## src/chan_map_pkg.sv

```systemverilog
// Constants for the channel input select register bank and its sequencer
package chan_map_pkg;

	// ****************************************************************
	// Register map (printed offsets are indices; byte address = 4 * index)
	// ****************************************************************
	localparam int unsigned NUM_CHANNELS     = 16;
	localparam logic [9:0]  MAP_FIRST_INDEX  = 10'h082;
	localparam logic [9:0]  MAP_LAST_INDEX   = 10'h0be;
	localparam logic [9:0]  MAP_INDEX_STEP   = 10'h004;
	localparam logic [9:0]  ENABLE_INDEX     = 10'h001;
	localparam logic [9:0]  STATUS_INDEX     = 10'h002;

	// ****************************************************************
	// Field layout of a channel input select register
	// ****************************************************************
	localparam int unsigned POS_LSB          = 8;
	localparam int unsigned POS_MSB          = 12;
	localparam int unsigned NEG_LSB          = 0;
	localparam int unsigned NEG_MSB          = 4;
	localparam logic [4:0]  POS_RESET        = 5'h00;
	localparam logic [4:0]  NEG_RESET        = 5'h01;
	localparam logic [15:0] ENABLE_RESET     = 16'h0001;

	// ****************************************************************
	// Sequencer states, Gray coded along idle, convert, advance
	// ****************************************************************
	typedef enum logic [1:0] {
		SEQ_IDLE    = 2'b00,
		SEQ_CONVERT = 2'b01,
		SEQ_ADVANCE = 2'b11
	} seq_state_e;

endpackage

```

## src/chan_map_regs.sv

```systemverilog
// Channel input select register bank with APB slave and channel sequencer
// Operation
// Sixteen 16-bit select registers, index 0x82 step 4, each reset to 0x0001.
// Each register picks the positive and negative mux inputs for its channel.
// Any write to a select register resets filter, control logic and sequencer.
// Positive code in bits 12:8 resets to zero; shared code table.
// Negative code in bits 4:0 resets to one; same code table.
// Reserved bits read zero and ignore writes; reserved codes not programmed.
// Enabled channels convert in turn, each with its own input pair.
`timescale 1ns/1ps

module chan_map_regs (
	input  wire logic        pclk,
	input  wire logic        presetn,
	input  wire logic        psel,
	input  wire logic        penable,
	input  wire logic        pwrite,
	input  wire logic [11:0] paddr,
	input  wire logic [31:0] pwdata,
	output logic      [31:0] prdata,
	output logic             pready,
	output logic             pslverr,
	input  wire logic        conversion_done,
	output logic      [4:0]  positive_mux_input,
	output logic      [4:0]  negative_mux_input,
	output logic      [3:0]  active_channel,
	output logic             sequencer_active,
	output logic             filter_reset
);

	// ****************************************************************
	// Helper functions
	// ****************************************************************

	// Decode a byte address into a channel number, with a hit flag
	function automatic logic [4:0] map_decode(input logic [11:0] addr);
		logic [9:0] idx;
		logic [9:0] off;
		idx = addr[11:2];
		off = idx - chan_map_pkg::MAP_FIRST_INDEX;
		map_decode = 5'h00;
		if (addr[1:0] == 2'h0 && idx >= chan_map_pkg::MAP_FIRST_INDEX &&
			idx <= chan_map_pkg::MAP_LAST_INDEX && off[1:0] == 2'h0) begin
			map_decode = {1'b1, off[5:2]};
		end
	endfunction

	// Next enabled channel after cur, wrapping round
	function automatic logic [3:0] next_enabled(input logic [15:0] en, input logic [3:0] cur);
		logic [3:0] cand;
		logic       found;
		next_enabled = cur;
		found = 1'b0;
		for (int k = 1; k <= 16; k++) begin
			cand = cur + 4'(k);
			if (!found && en[cand]) begin
				next_enabled = cand;
				found = 1'b1;
			end
		end
	endfunction

	// Match a byte address against one word index of the register map
	function automatic logic reg_hit(input logic [11:0] addr, input logic [9:0] index);
		reg_hit = addr == {index, 2'h0};
	endfunction

	// ****************************************************************
	// State
	// ****************************************************************
	typedef struct packed {
		logic [15:0][4:0]         pos;
		logic [15:0][4:0]         neg;
		logic [15:0]              enable;
		chan_map_pkg::seq_state_e state;
		logic [3:0]               chan;
		logic [4:0]               pos_out;
		logic [4:0]               neg_out;
		logic                     frst;
		logic                     pready;
		logic                     pslverr;
		logic [31:0]              prdata;
		logic                     active;
	} state_s;

	state_s s_q;
	state_s s_d;

	logic [4:0]  dec;
	logic        acc;
	logic        done_xfer;
	logic        map_wr;
	logic        en_wr;

	// Bus decode
	assign dec       = map_decode(paddr);
	assign acc       = psel & penable;
	assign done_xfer = acc & s_q.pready;
	assign map_wr    = done_xfer & pwrite & dec[4];
	assign en_wr     = done_xfer & pwrite & reg_hit(paddr, chan_map_pkg::ENABLE_INDEX);

	// ****************************************************************
	// Next state
	// ****************************************************************

	// Bus slave, register writes and sequencer
	always_comb begin
		s_d = s_q;
		s_d.frst = 1'b0;
		// One wait cycle: answer on the second access cycle
		if (acc && !s_q.pready) begin
			s_d.pready  = 1'b1;
			s_d.pslverr = 1'b0;
			s_d.prdata  = 32'h0000_0000;
			if (dec[4]) begin
				s_d.prdata[chan_map_pkg::POS_MSB:chan_map_pkg::POS_LSB] = s_q.pos[dec[3:0]];
				s_d.prdata[chan_map_pkg::NEG_MSB:chan_map_pkg::NEG_LSB] = s_q.neg[dec[3:0]];
			end else if (reg_hit(paddr, chan_map_pkg::ENABLE_INDEX)) begin
				s_d.prdata[15:0] = s_q.enable;
			end else if (reg_hit(paddr, chan_map_pkg::STATUS_INDEX)) begin
				s_d.prdata[6:0] = {s_q.state != chan_map_pkg::SEQ_IDLE, s_q.state, s_q.chan};
			end else begin
				s_d.pslverr = 1'b1;
			end
		end else if (done_xfer) begin
			s_d.pready  = 1'b0;
			s_d.pslverr = 1'b0;
		end
		// Sequencer stepping through enabled channels
		unique case (s_q.state)
			chan_map_pkg::SEQ_IDLE: begin
				if (s_q.enable != 16'h0000) begin
					s_d.chan    = next_enabled(s_q.enable, 4'hf);
					s_d.pos_out = s_q.pos[s_d.chan];
					s_d.neg_out = s_q.neg[s_d.chan];
					s_d.state   = chan_map_pkg::SEQ_CONVERT;
				end
			end
			chan_map_pkg::SEQ_CONVERT: begin
				if (conversion_done) begin
					s_d.state = chan_map_pkg::SEQ_ADVANCE;
				end
			end
			chan_map_pkg::SEQ_ADVANCE: begin
				s_d.chan    = next_enabled(s_q.enable, s_q.chan);
				s_d.pos_out = s_q.pos[s_d.chan];
				s_d.neg_out = s_q.neg[s_d.chan];
				s_d.state   = chan_map_pkg::SEQ_CONVERT;
			end
			default: begin
				s_d.state = chan_map_pkg::SEQ_IDLE;
			end
		endcase
		// Register writes; reserved bits are simply not stored
		if (map_wr) begin
			s_d.pos[dec[3:0]] = pwdata[chan_map_pkg::POS_MSB:chan_map_pkg::POS_LSB];
			s_d.neg[dec[3:0]] = pwdata[chan_map_pkg::NEG_MSB:chan_map_pkg::NEG_LSB];
		end
		if (en_wr) begin
			s_d.enable = pwdata[15:0];
		end
		// A select or enable write restarts filter, control and sequence
		if (map_wr || en_wr) begin
			s_d.frst  = 1'b1;
			s_d.state = chan_map_pkg::SEQ_IDLE;
			s_d.chan  = 4'h0;
		end
		// Busy flag kept in a flop beside the state it mirrors
		s_d.active = s_d.state != chan_map_pkg::SEQ_IDLE;
	end

	// ****************************************************************
	// Registers
	// ****************************************************************

	// State register with reset values
	always_ff @(posedge pclk or negedge presetn) begin
		if (!presetn) begin
			for (int i = 0; i < 16; i++) begin
				s_q.pos[i] <= chan_map_pkg::POS_RESET;
				s_q.neg[i] <= chan_map_pkg::NEG_RESET;
			end
			s_q.enable  <= chan_map_pkg::ENABLE_RESET;
			s_q.state   <= chan_map_pkg::SEQ_IDLE;
			s_q.chan    <= 4'h0;
			s_q.pos_out <= chan_map_pkg::POS_RESET;
			s_q.neg_out <= chan_map_pkg::NEG_RESET;
			s_q.frst    <= 1'b0;
			s_q.pready  <= 1'b0;
			s_q.pslverr <= 1'b0;
			s_q.prdata  <= 32'h0000_0000;
			s_q.active  <= 1'b0;
		end else begin
			s_q <= s_d;
		end
	end

	// Outputs straight from flops
	assign prdata             = s_q.prdata;
	assign pready             = s_q.pready;
	assign pslverr            = s_q.pslverr;
	assign positive_mux_input = s_q.pos_out;
	assign negative_mux_input = s_q.neg_out;
	assign active_channel     = s_q.chan;
	assign sequencer_active   = s_q.active;
	assign filter_reset       = s_q.frst;

	// ****************************************************************
	// Assertions
	// ****************************************************************

	// Helper: map write data of the completing transfer
	logic [4:0] wr_pos;
	logic [4:0] wr_neg;
	assign wr_pos = pwdata[chan_map_pkg::POS_MSB:chan_map_pkg::POS_LSB];
	assign wr_neg = pwdata[chan_map_pkg::NEG_MSB:chan_map_pkg::NEG_LSB];

	AST_WRITE_STORES: assert property (@(posedge pclk) disable iff (!presetn)
		map_wr |=> s_q.pos[$past(dec[3:0])] == $past(wr_pos) &&
		s_q.neg[$past(dec[3:0])] == $past(wr_neg))
		else $error("Select register did not take written value");

	AST_POS_DRIVES_MUX: assert property (@(posedge pclk) disable iff (!presetn)
		s_q.state == chan_map_pkg::SEQ_CONVERT |-> positive_mux_input == s_q.pos[s_q.chan])
		else $error("Positive mux input differs from active channel");

	AST_WRITE_RESETS: assert property (@(posedge pclk) disable iff (!presetn)
		map_wr |=> filter_reset && !sequencer_active ##1 !filter_reset)
		else $error("Select write did not pulse filter reset");

	AST_POS_READBACK: assert property (@(posedge pclk) disable iff (!presetn)
		acc && !pready && !pwrite && dec[4] |=> prdata[12:8] == s_q.pos[$past(dec[3:0])])
		else $error("Positive code readback wrong");

	AST_NEG_READBACK: assert property (@(posedge pclk) disable iff (!presetn)
		acc && !pready && !pwrite && dec[4] |=> prdata[4:0] == s_q.neg[$past(dec[3:0])])
		else $error("Negative code readback wrong");

	AST_RESERVED_ZERO: assert property (@(posedge pclk) disable iff (!presetn)
		pready && !pslverr && $past(dec[4]) |-> prdata[31:13] == 19'h0 && prdata[7:5] == 3'h0)
		else $error("Reserved bits read nonzero");

	AST_CHANNEL_ENABLED: assert property (@(posedge pclk) disable iff (!presetn)
		sequencer_active |-> s_q.enable[active_channel])
		else $error("Sequencer sits on a disabled channel");

	AST_ADVANCE_BOUNDED: assert property (@(posedge pclk) disable iff (!presetn)
		s_q.state == chan_map_pkg::SEQ_CONVERT && conversion_done && !map_wr && !en_wr
		|=> ##1 s_q.state == chan_map_pkg::SEQ_CONVERT || !sequencer_active)
		else $error("Sequencer did not move to next channel");

	// ****************************************************************
	// Bus handshake and decode assertions
	// ****************************************************************

	AST_ONE_WAIT_STATE: assert property (@(posedge pclk) disable iff (!presetn)
		acc && !pready |=> pready)
		else $error("Slave did not answer after one wait state");

	AST_READY_ONE_CYCLE: assert property (@(posedge pclk) disable iff (!presetn)
		pready |=> !pready)
		else $error("Ready stood longer than one cycle");

	AST_READY_IN_ACCESS: assert property (@(posedge pclk) disable iff (!presetn)
		pready |-> $past(acc))
		else $error("Ready raised outside an access phase");

	AST_MAPPED_NO_ERROR: assert property (@(posedge pclk) disable iff (!presetn)
		acc && !pready && dec[4] |=> !pslverr)
		else $error("Select register access flagged as error");

	AST_UNMAPPED_ERROR: assert property (@(posedge pclk) disable iff (!presetn)
		acc && !pready && !dec[4] && !reg_hit(paddr, chan_map_pkg::ENABLE_INDEX) &&
		!reg_hit(paddr, chan_map_pkg::STATUS_INDEX) |=> pslverr && prdata == 32'h0000_0000)
		else $error("Unmapped access not refused");

	AST_OTHER_WRITE_KEEPS: assert property (@(posedge pclk) disable iff (!presetn)
		done_xfer && !map_wr |=> $stable(s_q.pos) && $stable(s_q.neg))
		else $error("Select codes changed without a select write");

	AST_ENABLE_READBACK: assert property (@(posedge pclk) disable iff (!presetn)
		acc && !pready && !pwrite && reg_hit(paddr, chan_map_pkg::ENABLE_INDEX)
		|=> prdata == {16'h0000, $past(s_q.enable)})
		else $error("Enable readback wrong");

	AST_STATUS_READBACK: assert property (@(posedge pclk) disable iff (!presetn)
		acc && !pready && !pwrite && reg_hit(paddr, chan_map_pkg::STATUS_INDEX)
		|=> prdata[6] == $past(sequencer_active) && prdata[3:0] == $past(active_channel))
		else $error("Status readback wrong");

	// ****************************************************************
	// Restart and sequencer assertions
	// ****************************************************************

	AST_NEG_DRIVES_MUX: assert property (@(posedge pclk) disable iff (!presetn)
		s_q.state == chan_map_pkg::SEQ_CONVERT |-> negative_mux_input == s_q.neg[s_q.chan])
		else $error("Negative mux input differs from active channel");

	AST_ENABLE_WRITE_RESETS: assert property (@(posedge pclk) disable iff (!presetn)
		en_wr |=> filter_reset && !sequencer_active)
		else $error("Enable write did not restart the sequencer");

	AST_PULSE_ONLY_ON_WRITE: assert property (@(posedge pclk) disable iff (!presetn)
		!map_wr && !en_wr |=> !filter_reset)
		else $error("Filter reset pulsed without a write");

	AST_REWIND_CHANNEL: assert property (@(posedge pclk) disable iff (!presetn)
		map_wr |=> active_channel == 4'h0)
		else $error("Select write did not rewind the channel");

	AST_MUX_HOLDS: assert property (@(posedge pclk) disable iff (!presetn)
		s_q.state == chan_map_pkg::SEQ_CONVERT &&
		$past(s_q.state) == chan_map_pkg::SEQ_CONVERT |->
		$stable(positive_mux_input) && $stable(negative_mux_input))
		else $error("Mux inputs changed during a conversion");

	AST_CHANNEL_HOLDS: assert property (@(posedge pclk) disable iff (!presetn)
		s_q.state == chan_map_pkg::SEQ_CONVERT &&
		$past(s_q.state) == chan_map_pkg::SEQ_CONVERT |-> $stable(active_channel))
		else $error("Channel changed during a conversion");

	AST_CONVERT_WAITS: assert property (@(posedge pclk) disable iff (!presetn)
		s_q.state == chan_map_pkg::SEQ_CONVERT && !conversion_done && !map_wr && !en_wr
		|=> s_q.state == chan_map_pkg::SEQ_CONVERT)
		else $error("Conversion left without done");

	AST_ADVANCE_ONE_CYCLE: assert property (@(posedge pclk) disable iff (!presetn)
		s_q.state == chan_map_pkg::SEQ_ADVANCE && !map_wr && !en_wr
		|=> s_q.state == chan_map_pkg::SEQ_CONVERT)
		else $error("Advance step lasted more than one cycle");

	AST_IDLE_STARTS: assert property (@(posedge pclk) disable iff (!presetn)
		s_q.state == chan_map_pkg::SEQ_IDLE && s_q.enable != 16'h0000 && !map_wr && !en_wr
		|=> sequencer_active)
		else $error("Sequencer did not start with channels enabled");

	AST_FIRST_IS_LOWEST: assert property (@(posedge pclk) disable iff (!presetn)
		s_q.state == chan_map_pkg::SEQ_IDLE && s_q.enable[0] && !map_wr && !en_wr
		|=> active_channel == 4'h0)
		else $error("Sequence did not start at channel zero");

	AST_NONE_ENABLED_IDLE: assert property (@(posedge pclk) disable iff (!presetn)
		s_q.enable == 16'h0000 |-> !sequencer_active)
		else $error("Sequencer active with no channel enabled");

endmodule

```

## config.mk

```make
export PLATFORM = sky130hd
export DESIGN_NAME = chan_map_regs
export DESIGN_NICKNAME = d
export VERILOG_FILES = /design/src/chan_map_pkg.sv /design/src/chan_map_regs.sv
export SDC_FILE = /design/constraint.sdc
export NUM_CORES = 1
export LEC_CHECK = 0
export BUFFER_PORTS_ARGS = -buffer_cell sky130_fd_sc_hd__buf_2
export CAP_MARGIN = 20
export CORE_MARGIN = 2
export CORE_UTILIZATION = 62
export CTS_CLUSTER_DIAMETER = 120
export DETAILED_ROUTE_END_ITERATION = 8
export GPL_TIMING_DRIVEN = 1
export PLACE_DENSITY = 0.79
export SYNTH_ARGS = -nofsm -noshare
export SYNTH_HDL_FRONTEND = slang
export SYNTH_SLANG_ARGS = --single-unit
```

## constraint.sdc

```tcl
create_clock -name pclk -period 7.8 [get_ports pclk]
set_input_delay 0.78 -clock pclk [delete_from_list [all_inputs] [get_ports pclk]]
set_output_delay 0.78 -clock pclk [all_outputs]
set_load 0.01 [all_outputs]
```

==> metrics.md, run 1 <==
| Metric | Value |
|---|---|
| Status | `complete, no violations` |
| Worst-path fanout max | `27` |
| CP Class | `reg -> reg` |
| Routed wire per std cell | `25.9 um` |
| Mapped Area | `15,400 um2` |
| CTS H-tree lvls | `1` |
| CTS buffer count | `24` |
| GRT Resource Usage Total | `36.2%` |
| WP buf/inv | `2` |
| Rows | `57` |
| Slew HR | `25.8%` |
| Seq/Total Area, Yosys | `34.5%` |
| PwrDens | `175 nW/um2` |
| Core ar. | `24,400 um2` |
| Fmax | `162 MHz` |
| GRT overflow | `0` |
| Adder-cell share of the synthesized area | `0.810%` |
| Final Hold Vio Count | `0` |
| Final min period | `6.17 ns` |
| Post-synthesis compound-gate area fraction | `16.3%` |
| # setup viols final | `0` |
| Largest family of logic cells by synthesized area | `multiplexers` |
| Sink Count | `212` |
| Routed WL | `47,600 um` |
| First-pass GRT wire length | `74,400 um` |
| Type of origin of the critical path | `register` |
| Violation count after the first detailed-route iteration | `1,754` |
| Clk Latency, worst-skew pair | `0.55 ns` |
| Bufs on Longest Clock Path | `3` |
| Vias in the first global route | `13,063` |
| Tcrit/Tclk final | `79.2%` |
| Synthesis-to-finish area growth | `7.47%` |
| Multiplexer share of the synthesized area | `29.8%` |
| Syn. warnings | `0` |
| Yosys reg bits | `212` |
| Final WS setup | `1.63 ns` |
| Post-DR vias/cell | `7.25` |
| Post-synth ARST share | `100%` |
| Least-Margin Pin Slew | `1.11 ns` |
| Die footprint | `26,200 um2` |
| Yosys top cell by area | `dfrtp_1` |
| Most used cell, CP | `mux2i_1` |
| Postcts setup bufs | `0` |
| CTS root buf | `clkbuf_16` |
| Yosys top cell area share | `31.4%` |
| Die width | `162 um` |
| Post-synth EDFFs | `0` |
| # Max-Cap Violations | `0` |
| Gp weighted congestion | `0.927` |
| Area after DPL | `15,700 um2` |
| I/O Buffers | `67` |
| Post-Syn Instances | `1,528` |
| Fraction of layout cells with a size suffix above 1 | `29.3%` |
| Antenna Nets Post-Route | `0` |
| Die span in y | `162 um` |
| Pin count of the biggest net entering global routing | `137` |
| Final Cell Area | `16,600 um2` |
| Pleak | `7.64 nW` |
| Count leader, synth | `mux2_2` |
| RSZ-0062 raised after global routing | `no` |
| NumNets Final | `1,557` |
| Cts hold-fix bufs | `0` |
| Slowest stage cell, crit path | `xor2_1` |
| Critical path, cell by cell | `inv_1 -> ha_1 -> xor2_1 -> mux2i_1 -> mux2i_1 -> or3b_1 -> or3_1 -> or3_1 -> a32oi_2 -> nand2_2 -> buf_4 -> mux2i_1 -> a22oi_1 -> a31oi_1` |
| Routed vias | `13,338` |
| Top-level port count | `100` |
| HPWL Detailed | `30,200 um` |
| Cell variety after synth | `68` |
| Hold Crit Class | `in -> async` |
| Synth Area in XOR/XNOR | `0.948%` |
| Pre-CTS WS | `1.89 ns` |
| Synth Flop Type | `dfrtp_1` |
| Crit end category | `register` |
| Post-route DRC | `0` |
| Simple logic cell fraction of the synthesized area | `11.4%` |
| CP startpoint | `active_channel[0]$_DFFE_PN0P_` |
| Initial Util | `63.3%` |
| Reg2reg start | `active_channel[0]$_DFFE_PN0P_` |
| Synth top area cells | `dfrtp_1 31%, mux2_2 16%, mux2i_1 7.8%` |
| Avg Inst Size Synth | `10.1 um2` |
| Final TNS setup | `0 ns` |
| Pre-antenna DRT Iters | `8` |
| Final Max Tran Viols | `0` |
| CTS resizes | `0` |
| Initial antenna violation count | `1` |
| Worst endpoint required time | `8.21 ns` |
| CP max stage delay | `0.79 ns` |
| Clock slew at reported path FFs | `0.07 ns` |
| Delay-heaviest family, CP | `simple AND/OR/NAND/NOR gates` |
| CTS tree | `yes` |
| WHS | `0.375 ns` |
| Worst vdd rail ir drop | `0.174 mV` |
| Worst clock skew | `0.0294 ns` |
| Commonest cells post-synth | `213 x mux2_2, 194 x dfrtp_1, 121 x mux2i_1, 114 x nand2_1, 92 x clkbuf_1` |
| Critical Path AT | `6.58 ns` |
==> power breakdown <==
part           switching, mW  internal (mW)  total [mW]  leakage, nW
sequential            0.0187           1.12        1.14         2.84
combinational          0.308          0.153       0.461         4.36
clock                  0.478          0.825        1.30        0.440
total                  0.805           2.10        2.90         7.64
==> stage by stage <==
| stage | power, mW | cells | util (%) |
|---|---|---|---|
| after CTS | 2.90 | 1836 | 68.0 |
| after global routing | 2.98 | 1838 | 68.0 |
| after global placement | 1.60 | 1793 | 64.3 |
| after floorplan | 1.49 | 1543 | - |
| after detailed placement | 1.61 | 1793 | 64.3 |
| final | 2.90 | 1839 | 68.0 |
==> flip-flops by register name (all words and copies together), names as in the netlist <==
signal              flops
active_channel          4
prdata                 16
negative_mux_input      5
positive_mux_input      5
filter_reset            1
pready                  1
pslverr                 1
sequencer_active        1
s_q                   178
==> layout by cell type (no fill, tap or decap), types with 16 or more instances in the layout <==
cell / count
mux2_2: 213
dfrtp_1: 194
mux2i_1: 121
nand2_1: 114
a21oi_1: 85
nor2_1: 71
buf_2: 66
a211oi_1: 65
mux4_2: 43
nand3_1: 42
o21ai_0: 36
nor2b_1: 35
buf_4: 31
clkbuf_16: 24
or3_1: 23
a22o_1: 21
a31oi_1: 19
o211ai_1: 19
dfstp_2: 18
a221oi_1: 17
conb_1: 16
==> layout make-up <==
cell class	instances	area [um2]
multi-input combinational	1145	9320
timing repair buffer	98	578
sequential	212	5330
inverter	16	60.1
fill	1870	7790
antenna	1	2.50
clock buffer	31	657
clock inverter	12	249
tap	324	405
==> logic make-up (layout without fill, tap and decap cells) <==
kind of cell | count (synthesis) | in the layout
xor+xnor | 15 | 15
fa+ha+maj | 10 | 10
buf+inv | 186 | 157
compound gates | 361 | 361
flops | 212 | 212
other cells | 1 | 17
mux | 379 | 379
simple gates | 364 | 364
==> layer usage <==
metal	vias up	routed length [um]	track usage (%)
met5	-	0	0
met2	900	21900	57.5
met4	0	2810	19.6
met3	210	4740	6.66
li1	5676	-	-
met1	6552	18100	47.4
==> worst paths after layout <==
kind | slack, ns | endpoint | cells past startpoint
worst max register to register | 1.63 | positive_mux_input[3]$_DFFE_PN0P_ | 14
max in group asynchronous | 5.85 | filter_reset$_DFF_PN0_ | 2
worst max-delay path | 1.63 | positive_mux_input[3]$_DFFE_PN0P_ | 14
worst min-delay path | 0.38 | s_q[69]$_DFFE_PN0P_ | 1
min in group pclk | 0.47 | prdata[14]$_DFFE_PN0P_ | 2
worst min register to register | 0.47 | prdata[14]$_DFFE_PN0P_ | 2
Power figures use the tool's default switching activity.
==> run 2, diff against run 1 <==
clock period = 5.8 ns   (was 7.8 ns; I/O delays follow)
==> run 2 against run 1 <==
Clock-buffer cell count up 5. Utilization is 0.42 points higher. Clock skew decreased by 0.0070 ns. Clock power rose by 24%. Largest cell class unchanged. Largest power group unchanged. Highest routed layer unchanged.
==> metrics.md, run 2 (synthesis results as in run 1) <==
| Metric | Value |
|---|---|
| Gp weighted congestion | `0.946 (+2.0%)` |
| Reg2reg start | `active_channel[0]$_DFFE_PN0P_` |
| Antenna Nets Post-Route | `0 (unchanged)` |
| Pre-antenna DRT Iters | `6 (-2)` |
| CP Class | `reg -> reg` |
| Final Hold Vio Count | `0 (unchanged)` |
| Hold Crit Class | `in -> async` |
| Status | `complete, no violations` |
| Pint | `2.71 mW (+29%)` |
| NumNets Final | `1,577 (+1.3%)` |
| RSZ-0062 raised after global routing | `no` |
| Bufs on Longest Clock Path | `3 (unchanged)` |
| Final Util | `68.5% (+0.42 points)` |
| Pleak | `7.72 nW (+0.99%)` |
| Top-level port count | `100 (unchanged)` |
| Worst endpoint required time | `6.21 ns (-2.00 ns)` |
| CP startpoint | `active_channel[0]$_DFFE_PN0P_` |
| Most frequent cells in the layout | `213 x mux2_2, 194 x dfrtp_1, 121 x mux2i_1` |
| Top flop regs | `s_q (178), prdata (16)` |
| Final min period | `5.50 ns (-0.679 ns)` |
| Final TNS setup | `0 ns (unchanged)` |
| Violation count after the first detailed-route iteration | `1,739 (-0.86%)` |
| Routed WL | `47,200 um (-0.85%)` |
| Type of origin of the critical path | `register` |
| WHS | `0.00297 ns (-0.372 ns)` |
| Combinational fraction of design power | `17.1% (+1.2 points)` |
| GRT Resource Usage Total | `35.9% (-0.31 points)` |
| Clock slew at reported path FFs | `0.06 ns (about the same)` |
| CTS tree | `yes` |
| Sequential power share | `40.4% (+1.2 points)` |
| Fmax | `182 MHz (+12%)` |
| Clk Latency, worst-skew pair | `0.53 ns (-0.02 ns)` |
| Routed vias | `13,217 (-0.91%)` |
| I/O Buffers | `67 (unchanged)` |
| # Max-Cap Violations | `0 (unchanged)` |
| Clock share of power | `42.5% (-2.4 points)` |
| Sink Count | `212 (unchanged)` |
| Crit end category | `register` |
| Pin count of the biggest net entering global routing | `112 (-18%)` |
| Worst vdd rail ir drop | `0.257 mV (+47%)` |
| Commonest non-fill, non-tap cell in the layout | `mux2_2` |
| Top reg by flops | `s_q` |
| Psw | `1.08 mW (+35%)` |
| Slew HR | `30.2% (+4.5 points)` |
| Rows | `57 (unchanged)` |
| Routed wire per std cell | `25.4 um (-1.9%)` |
| Least-Margin Pin Slew | `1.04 ns (-0.0665 ns)` |
| R2R depth | `14 (unchanged)` |
| Post-DR vias/cell | `7.11 (-1.9%)` |
| Critical Path AT | `5.90 ns (-0.68 ns)` |
| Final Max Tran Viols | `0 (unchanged)` |
| Worst r2r dst | `positive_mux_input[4]$_DFFE_PN0P_` |
| Area after DPL | `15,800 um2 (+0.97%)` |
| Cts hold-fix bufs | `0 (unchanged)` |
| R2R Setup Slk | `0.30 ns (-1.32 ns)` |
| CTS buffer count | `25 (+4.2%)` |
| Tcrit/Tclk final | `94.8% (+16 points)` |
| ANT cells | `0 (-1)` |
| CP Capture Point | `positive_mux_input[4]$_DFFE_PN0P_` |
| CTS resizes | `0 (unchanged)` |
| Fraction of layout cells with a size suffix above 1 | `29.8% (+0.53 points)` |
| # setup viols final | `0 (unchanged)` |
| HPWL Detailed | `31,000 um (+2.6%)` |
| Fill cell count | `1,843 (-1.4%)` |
| Postcts setup bufs | `0 (unchanged)` |
| Max reg flops | `178 (unchanged)` |
| Core ar. | `24,400 um2 (unchanged)` |
| PwrDens | `227 nW/um2 (+30%)` |
| CTS H-tree lvls | `1 (unchanged)` |
| Die span in y | `162 um (unchanged)` |
| Initial antenna violation count | `0 (-1)` |
| Vias in the first global route | `12,770 (-2.2%)` |
| GRT overflow | `0 (unchanged)` |
| Switching share of power | `28.6% (+0.86 points)` |
| Post-route DRC | `0 (unchanged)` |
| Final WS setup | `0.304 ns (-1.32 ns)` |
| Die footprint | `26,200 um2 (unchanged)` |
| Worst clock skew | `0.0224 ns (-0.00698 ns)` |
| Final Cell Area | `16,700 um2 (+0.61%)` |
| Pre-CTS WS | `0.425 ns (-1.46 ns)` |
| Initial Util | `63.3% (unchanged)` |
| First-pass GRT wire length | `73,200 um (-1.7%)` |
| Worst-path fanout max | `24 (-11%)` |
| CTS root buf | `clkbuf_16` |
| Die width | `162 um (unchanged)` |
| Synthesis-to-finish area growth | `8.13%` |
[run 2: cell count changes in the layout (fill, tap and decap cells not counted), sizes merged]
| cell | previous run | this run |
|---|---|---|
| diode | 1 | 0 |
| clkinvlp | 1 | 0 |
| clkbuf | 31 | 36 |
| bufinv | 7 | 3 |
| buf | 98 | 117 |
| clkinv | 5 | 6 |
[run 2: worst min-delay path by stage]
stage                           startpoint                       endpoint  slack, ns  depth (start not counted)
floorplan                          presetn  active_channel[0]$_DFFE_PN0P_       0.28                          0
global placement    prdata[13]$_DFFE_PN0P_         prdata[13]$_DFFE_PN0P_       0.45                          2
detailed placement  prdata[13]$_DFFE_PN0P_         prdata[13]$_DFFE_PN0P_       0.45                          2
CTS                                presetn           s_q[151]$_DFFE_PN0P_       0.04                          1
global route                       presetn            s_q[69]$_DFFE_PN0P_       0.06                          1
finish                             presetn           s_q[151]$_DFFE_PN0P_      0.003                          1
[run 2: power groups by stage]
| stage | clock network (mW) | registers [mW] | logic, mW |
|---|---|---|---|
| CTS | 1.62 | 1.54 | 0.619 |
| detailed placement | 0 | 1.57 | 0.616 |
| global route | 1.68 | 1.53 | 0.687 |
| global placement | 0 | 1.57 | 0.606 |
| finish | 1.61 | 1.53 | 0.647 |
| floorplan | 0 | 1.55 | 0.460 |
[run 2: routing by layer]
metal  vias up  routed length [um]  global-route usage [%]
li1       5711                   -                       -
met1      6433               17600                    46.6
met4         0                3020                    21.2
met5         -                   0                       0
met2       867               22000                    57.5
met3       206                4560                    5.34
[run 2: critical path, cell delays in order (launching register included)]
cell,delay (ns)
dfrtp_1,0.37
inv_1,0.10
ha_1,0.68
mux4_2,0.45
mux2i_1,0.38
mux2i_1,0.33
or3b_1,0.47
a21boi_0,0.14
o21ai_0,0.17
a32oi_1,0.13
o31ai_4,0.89
buf_4,0.47
mux2_2,0.38
a221oi_1,0.29
a31oi_1,0.12
[run 2: cell type report]
cell class / count / area, um2 / share of cell area, %
Inverter: 16 / 60.1 / 0.360
Clock buffer: 36 / 707 / 4.23
Clock inverter: 8 / 119 / 0.712
Sequential cell: 212 / 5330 / 31.9
Timing Repair Buffer: 117 / 769 / 4.61
Multi-Input combinational cell: 1145 / 9310 / 55.8
Tap cell: 324 / 405 / 2.43
[run 2: through the flow]
stage / cells / power, mW
after floorplan: 1543 / 2.01
after global placement: 1810 / 2.17
after detailed placement: 1811 / 2.18
after CTS: 1855 / 3.78
after global routing: 1858 / 3.90
final: 1858 / 3.79
==> run 3, diff against run 2 <==
CORE_UTILIZATION = 64   (was 62)
CTS_BUF_LIST = sky130_fd_sc_hd__clkbuf_4   (was unset)
PLACE_DENSITY = 0.82   (was 0.79)
==> run 3 against run 2 <==
Utilization increased by 1.5 points. Fmax up 2.2%. Clock-buffer cell count rose by 45. Clock skew up 0.036 ns. Die area decreased by 3.0%. Via count rose by 2.6%. Clock power decreased by 20%. Wire length increased by 1.1%. Total power decreased by 9.0%. Sequential share of layout area rose by 0.36 points. Critical path type unchanged. Largest cell class unchanged. Largest power group is now sequential cells. Highest routed layer unchanged.
==> metrics.md, run 3 (synthesis results as in run 1) <==
| Metric | Value |
|---|---|
| Fmax | `186 MHz (+2.2%)` |
| Post-route DRC | `0 (unchanged)` |
| Clock slew at reported path FFs | `0.06 ns (about the same)` |
| Cts hold-fix bufs | `1 (+1)` |
| GRT overflow | `0 (unchanged)` |
| PwrDens | `209 nW/um2 (-8.0%)` |
| I/O Buffers | `67 (unchanged)` |
| Metal3 WL | `5160 um (+13%)` |
| Reg2reg start | `active_channel[1]$_DFFE_PN0P_` |
| Final min period | `5.38 ns (-0.117 ns)` |
| Commonest non-fill, non-tap cell in the layout | `mux2_2` |
| CTS buffer count | `57 (+130%)` |
| CP Class | `reg -> reg` |
| Routed wire per std cell | `25.1 um (-1.1%)` |
| Worst-path fanout max | `21 (-13%)` |
| Final TNS setup | `0 ns (unchanged)` |
| Most frequent cells in the layout | `213 x mux2_2, 194 x dfrtp_1, 121 x mux2i_1` |
| Die width | `159 um (-1.5%)` |
| Violation count after the first detailed-route iteration | `1,803 (+3.7%)` |
| Worst vdd rail ir drop | `0.157 mV (-39%)` |
| Hold_sp | `pwdata[13]` |
| Die footprint | `25,400 um2 (-3.0%)` |
| Top flop regs | `s_q (178), prdata (16)` |
| Pre-antenna DRT Iters | `6 (unchanged)` |
| Tot Pwr | `3.45 mW (-9.0%)` |
| Max reg flops | `178 (unchanged)` |
| Pleak | `7.70 nW (-0.23%)` |
| Routed WL | `47,700 um (+1.1%)` |
| Final Util | `69.9% (+1.5 points)` |
| Crit end category | `register` |
| Clk Latency, worst-skew pair | `0.72 ns (+0.19 ns)` |
| Bufs on Longest Clock Path | `3 (unchanged)` |
| Vias in the first global route | `13,210 (+3.4%)` |
| CTS tree | `yes` |
| Die span in y | `159 um (-1.5%)` |
| Worst clock skew | `0.0584 ns (+0.0360 ns)` |
| Slew HR | `20.5% (-9.7 points)` |
| RSZ-0062 raised after global routing | `no` |
| Fraction of layout cells with a size suffix above 1 | `31.5% (+1.7 points)` |
| Met1 Routed Length | `17,400 um (-1.3%)` |
| Tcrit/Tclk final | `92.7% (-2.0 points)` |
| Critical Path AT | `5.95 ns (+0.05 ns)` |
| Final Max Tran Viols | `0 (unchanged)` |
| CTS H-tree lvls | `2 (+1)` |
| Top reg by flops | `s_q` |
| Status | `complete, no violations` |
| Sink Count | `212 (unchanged)` |
| Final Cell Area | `16,500 um2 (-1.1%)` |
| Antenna Nets Post-Route | `0 (unchanged)` |
| CP startpoint | `active_channel[1]$_DFFE_PN0P_` |
| # Max-Cap Violations | `0 (unchanged)` |
| Hold Crit Class | `in -> reg` |
| Postcts setup bufs | `0 (unchanged)` |
| Type of origin of the critical path | `register` |
| CTS root buf | `clkbuf_4` |
| Met2 wire length | `22,000 um (about the same)` |
| Synthesis-to-finish area growth | `6.92%` |
| Least-Margin Pin Slew | `1.19 ns (+0.148 ns)` |
| Initial antenna violation count | `1 (+1)` |
| Pre-CTS WS | `0.514 ns (+0.0892 ns)` |
| Rows | `56 (-1.8%)` |
| Final Hold Vio Count | `0 (unchanged)` |
| NumNets Final | `1,605 (+1.8%)` |
| First-pass GRT wire length | `74,100 um (+1.3%)` |
| GRT Resource Usage Total | `37.1% (+1.2 points)` |
| Gp weighted congestion | `0.971 (+2.7%)` |
| Routed vias | `13,556 (+2.6%)` |
| Top-level port count | `100 (unchanged)` |
| Post-DR vias/cell | `7.13 (+0.24%)` |
| Pin count of the biggest net entering global routing | `112 (unchanged)` |
| Area after DPL | `15,800 um2 (about the same)` |
| HPWL Detailed | `31,400 um (+1.3%)` |
| Core ar. | `23,600 um2 (-3.2%)` |
| Initial Util | `65.4% (+2.1 points)` |
| CTS resizes | `0 (unchanged)` |
| Worst endpoint required time | `6.38 ns (+0.17 ns)` |
| # setup viols final | `0 (unchanged)` |
| Final WS setup | `0.421 ns (+0.117 ns)` |
| Highest metal used | `met4` |
==> run 3: cell count changes in the layout (fill, tap and decap cells not counted), moves of 2 or more <==
| cell | before | now |
|---|---|---|
| buf_4 | 46 | 41 |
| bufinv_16 | 3 | 0 |
| clkbuf_16 | 25 | 0 |
| buf_12 | 2 | 4 |
| clkbuf_8 | 4 | 1 |
| clkbuf_1 | 7 | 0 |
| clkbuf_4 | 0 | 81 |
| clkinv_2 | 4 | 0 |
| clkinv_1 | 1 | 13 |
==> run 3: layout make-up <==
cell class,count,area (um2)
Sequential cell,212,5330
Antenna cell,1,2.50
Multi-Input combinational cell,1145,9310
Tap cell,319,399
Clock inverter,14,62.6
Timing Repair Buffer,113,742
Clock buffer,81,608
Fill cell,1821,7100
Inverter,16,60.1
==> run 3: worst max-delay path: stages, from the launching register on <==
cell and delay [ns]:
dfrtp_1 0.40, inv_1 0.09, ha_1 0.68, mux4_2 0.46
mux4_2 0.57, or3b_1 0.47, or3_1 0.44, or3_1 0.44
a32oi_2 0.33, nand2_2 0.31, buf_12 0.28, nor3_2 0.39
a221oi_1 0.18, a41oi_1 0.24
==> run 3: through the flow <==
| step | std cells | hold WS, ns |
|---|---|---|
| after floorplan | 1543 | 0.284 |
| after global placement | 1802 | 0.447 |
| after detailed placement | 1803 | 0.452 |
| after CTS | 1899 | 0.112 |
| after global routing | 1901 | 0.131 |
| final | 1901 | 0.130 |
==> run 3: path summary, 6_finish.rpt <==
path	slack (ns)	cells after the start	endpoint
max in group asynchronous	3.89	3	prdata[7]$_DFFE_PN0P_
min	0.13	2	s_q[65]$_DFFE_PN0P_
max reg2reg	0.42	13	positive_mux_input[1]$_DFFE_PN0P_
min reg2reg	0.46	2	prdata[13]$_DFFE_PN0P_
min in group asynchronous	0.47	2	s_q[89]$_DFFE_PN0P_
max	0.42	13	positive_mux_input[1]$_DFFE_PN0P_
==> run 3: metal layers <==
metal  up-vias  GRT usage [%]
met2       897           57.7
met3       227           8.78
met1      6632           46.6
li1       5800              -
met4         0           24.5
met5         -              0
==> run 3: where the power goes <==
group | switching, mW | internal, mW
Combinational | 0.415 | 0.225
Clock | 0.639 | 0.636
Sequential | 0.0291 | 1.51
Total | 1.08 | 2.37
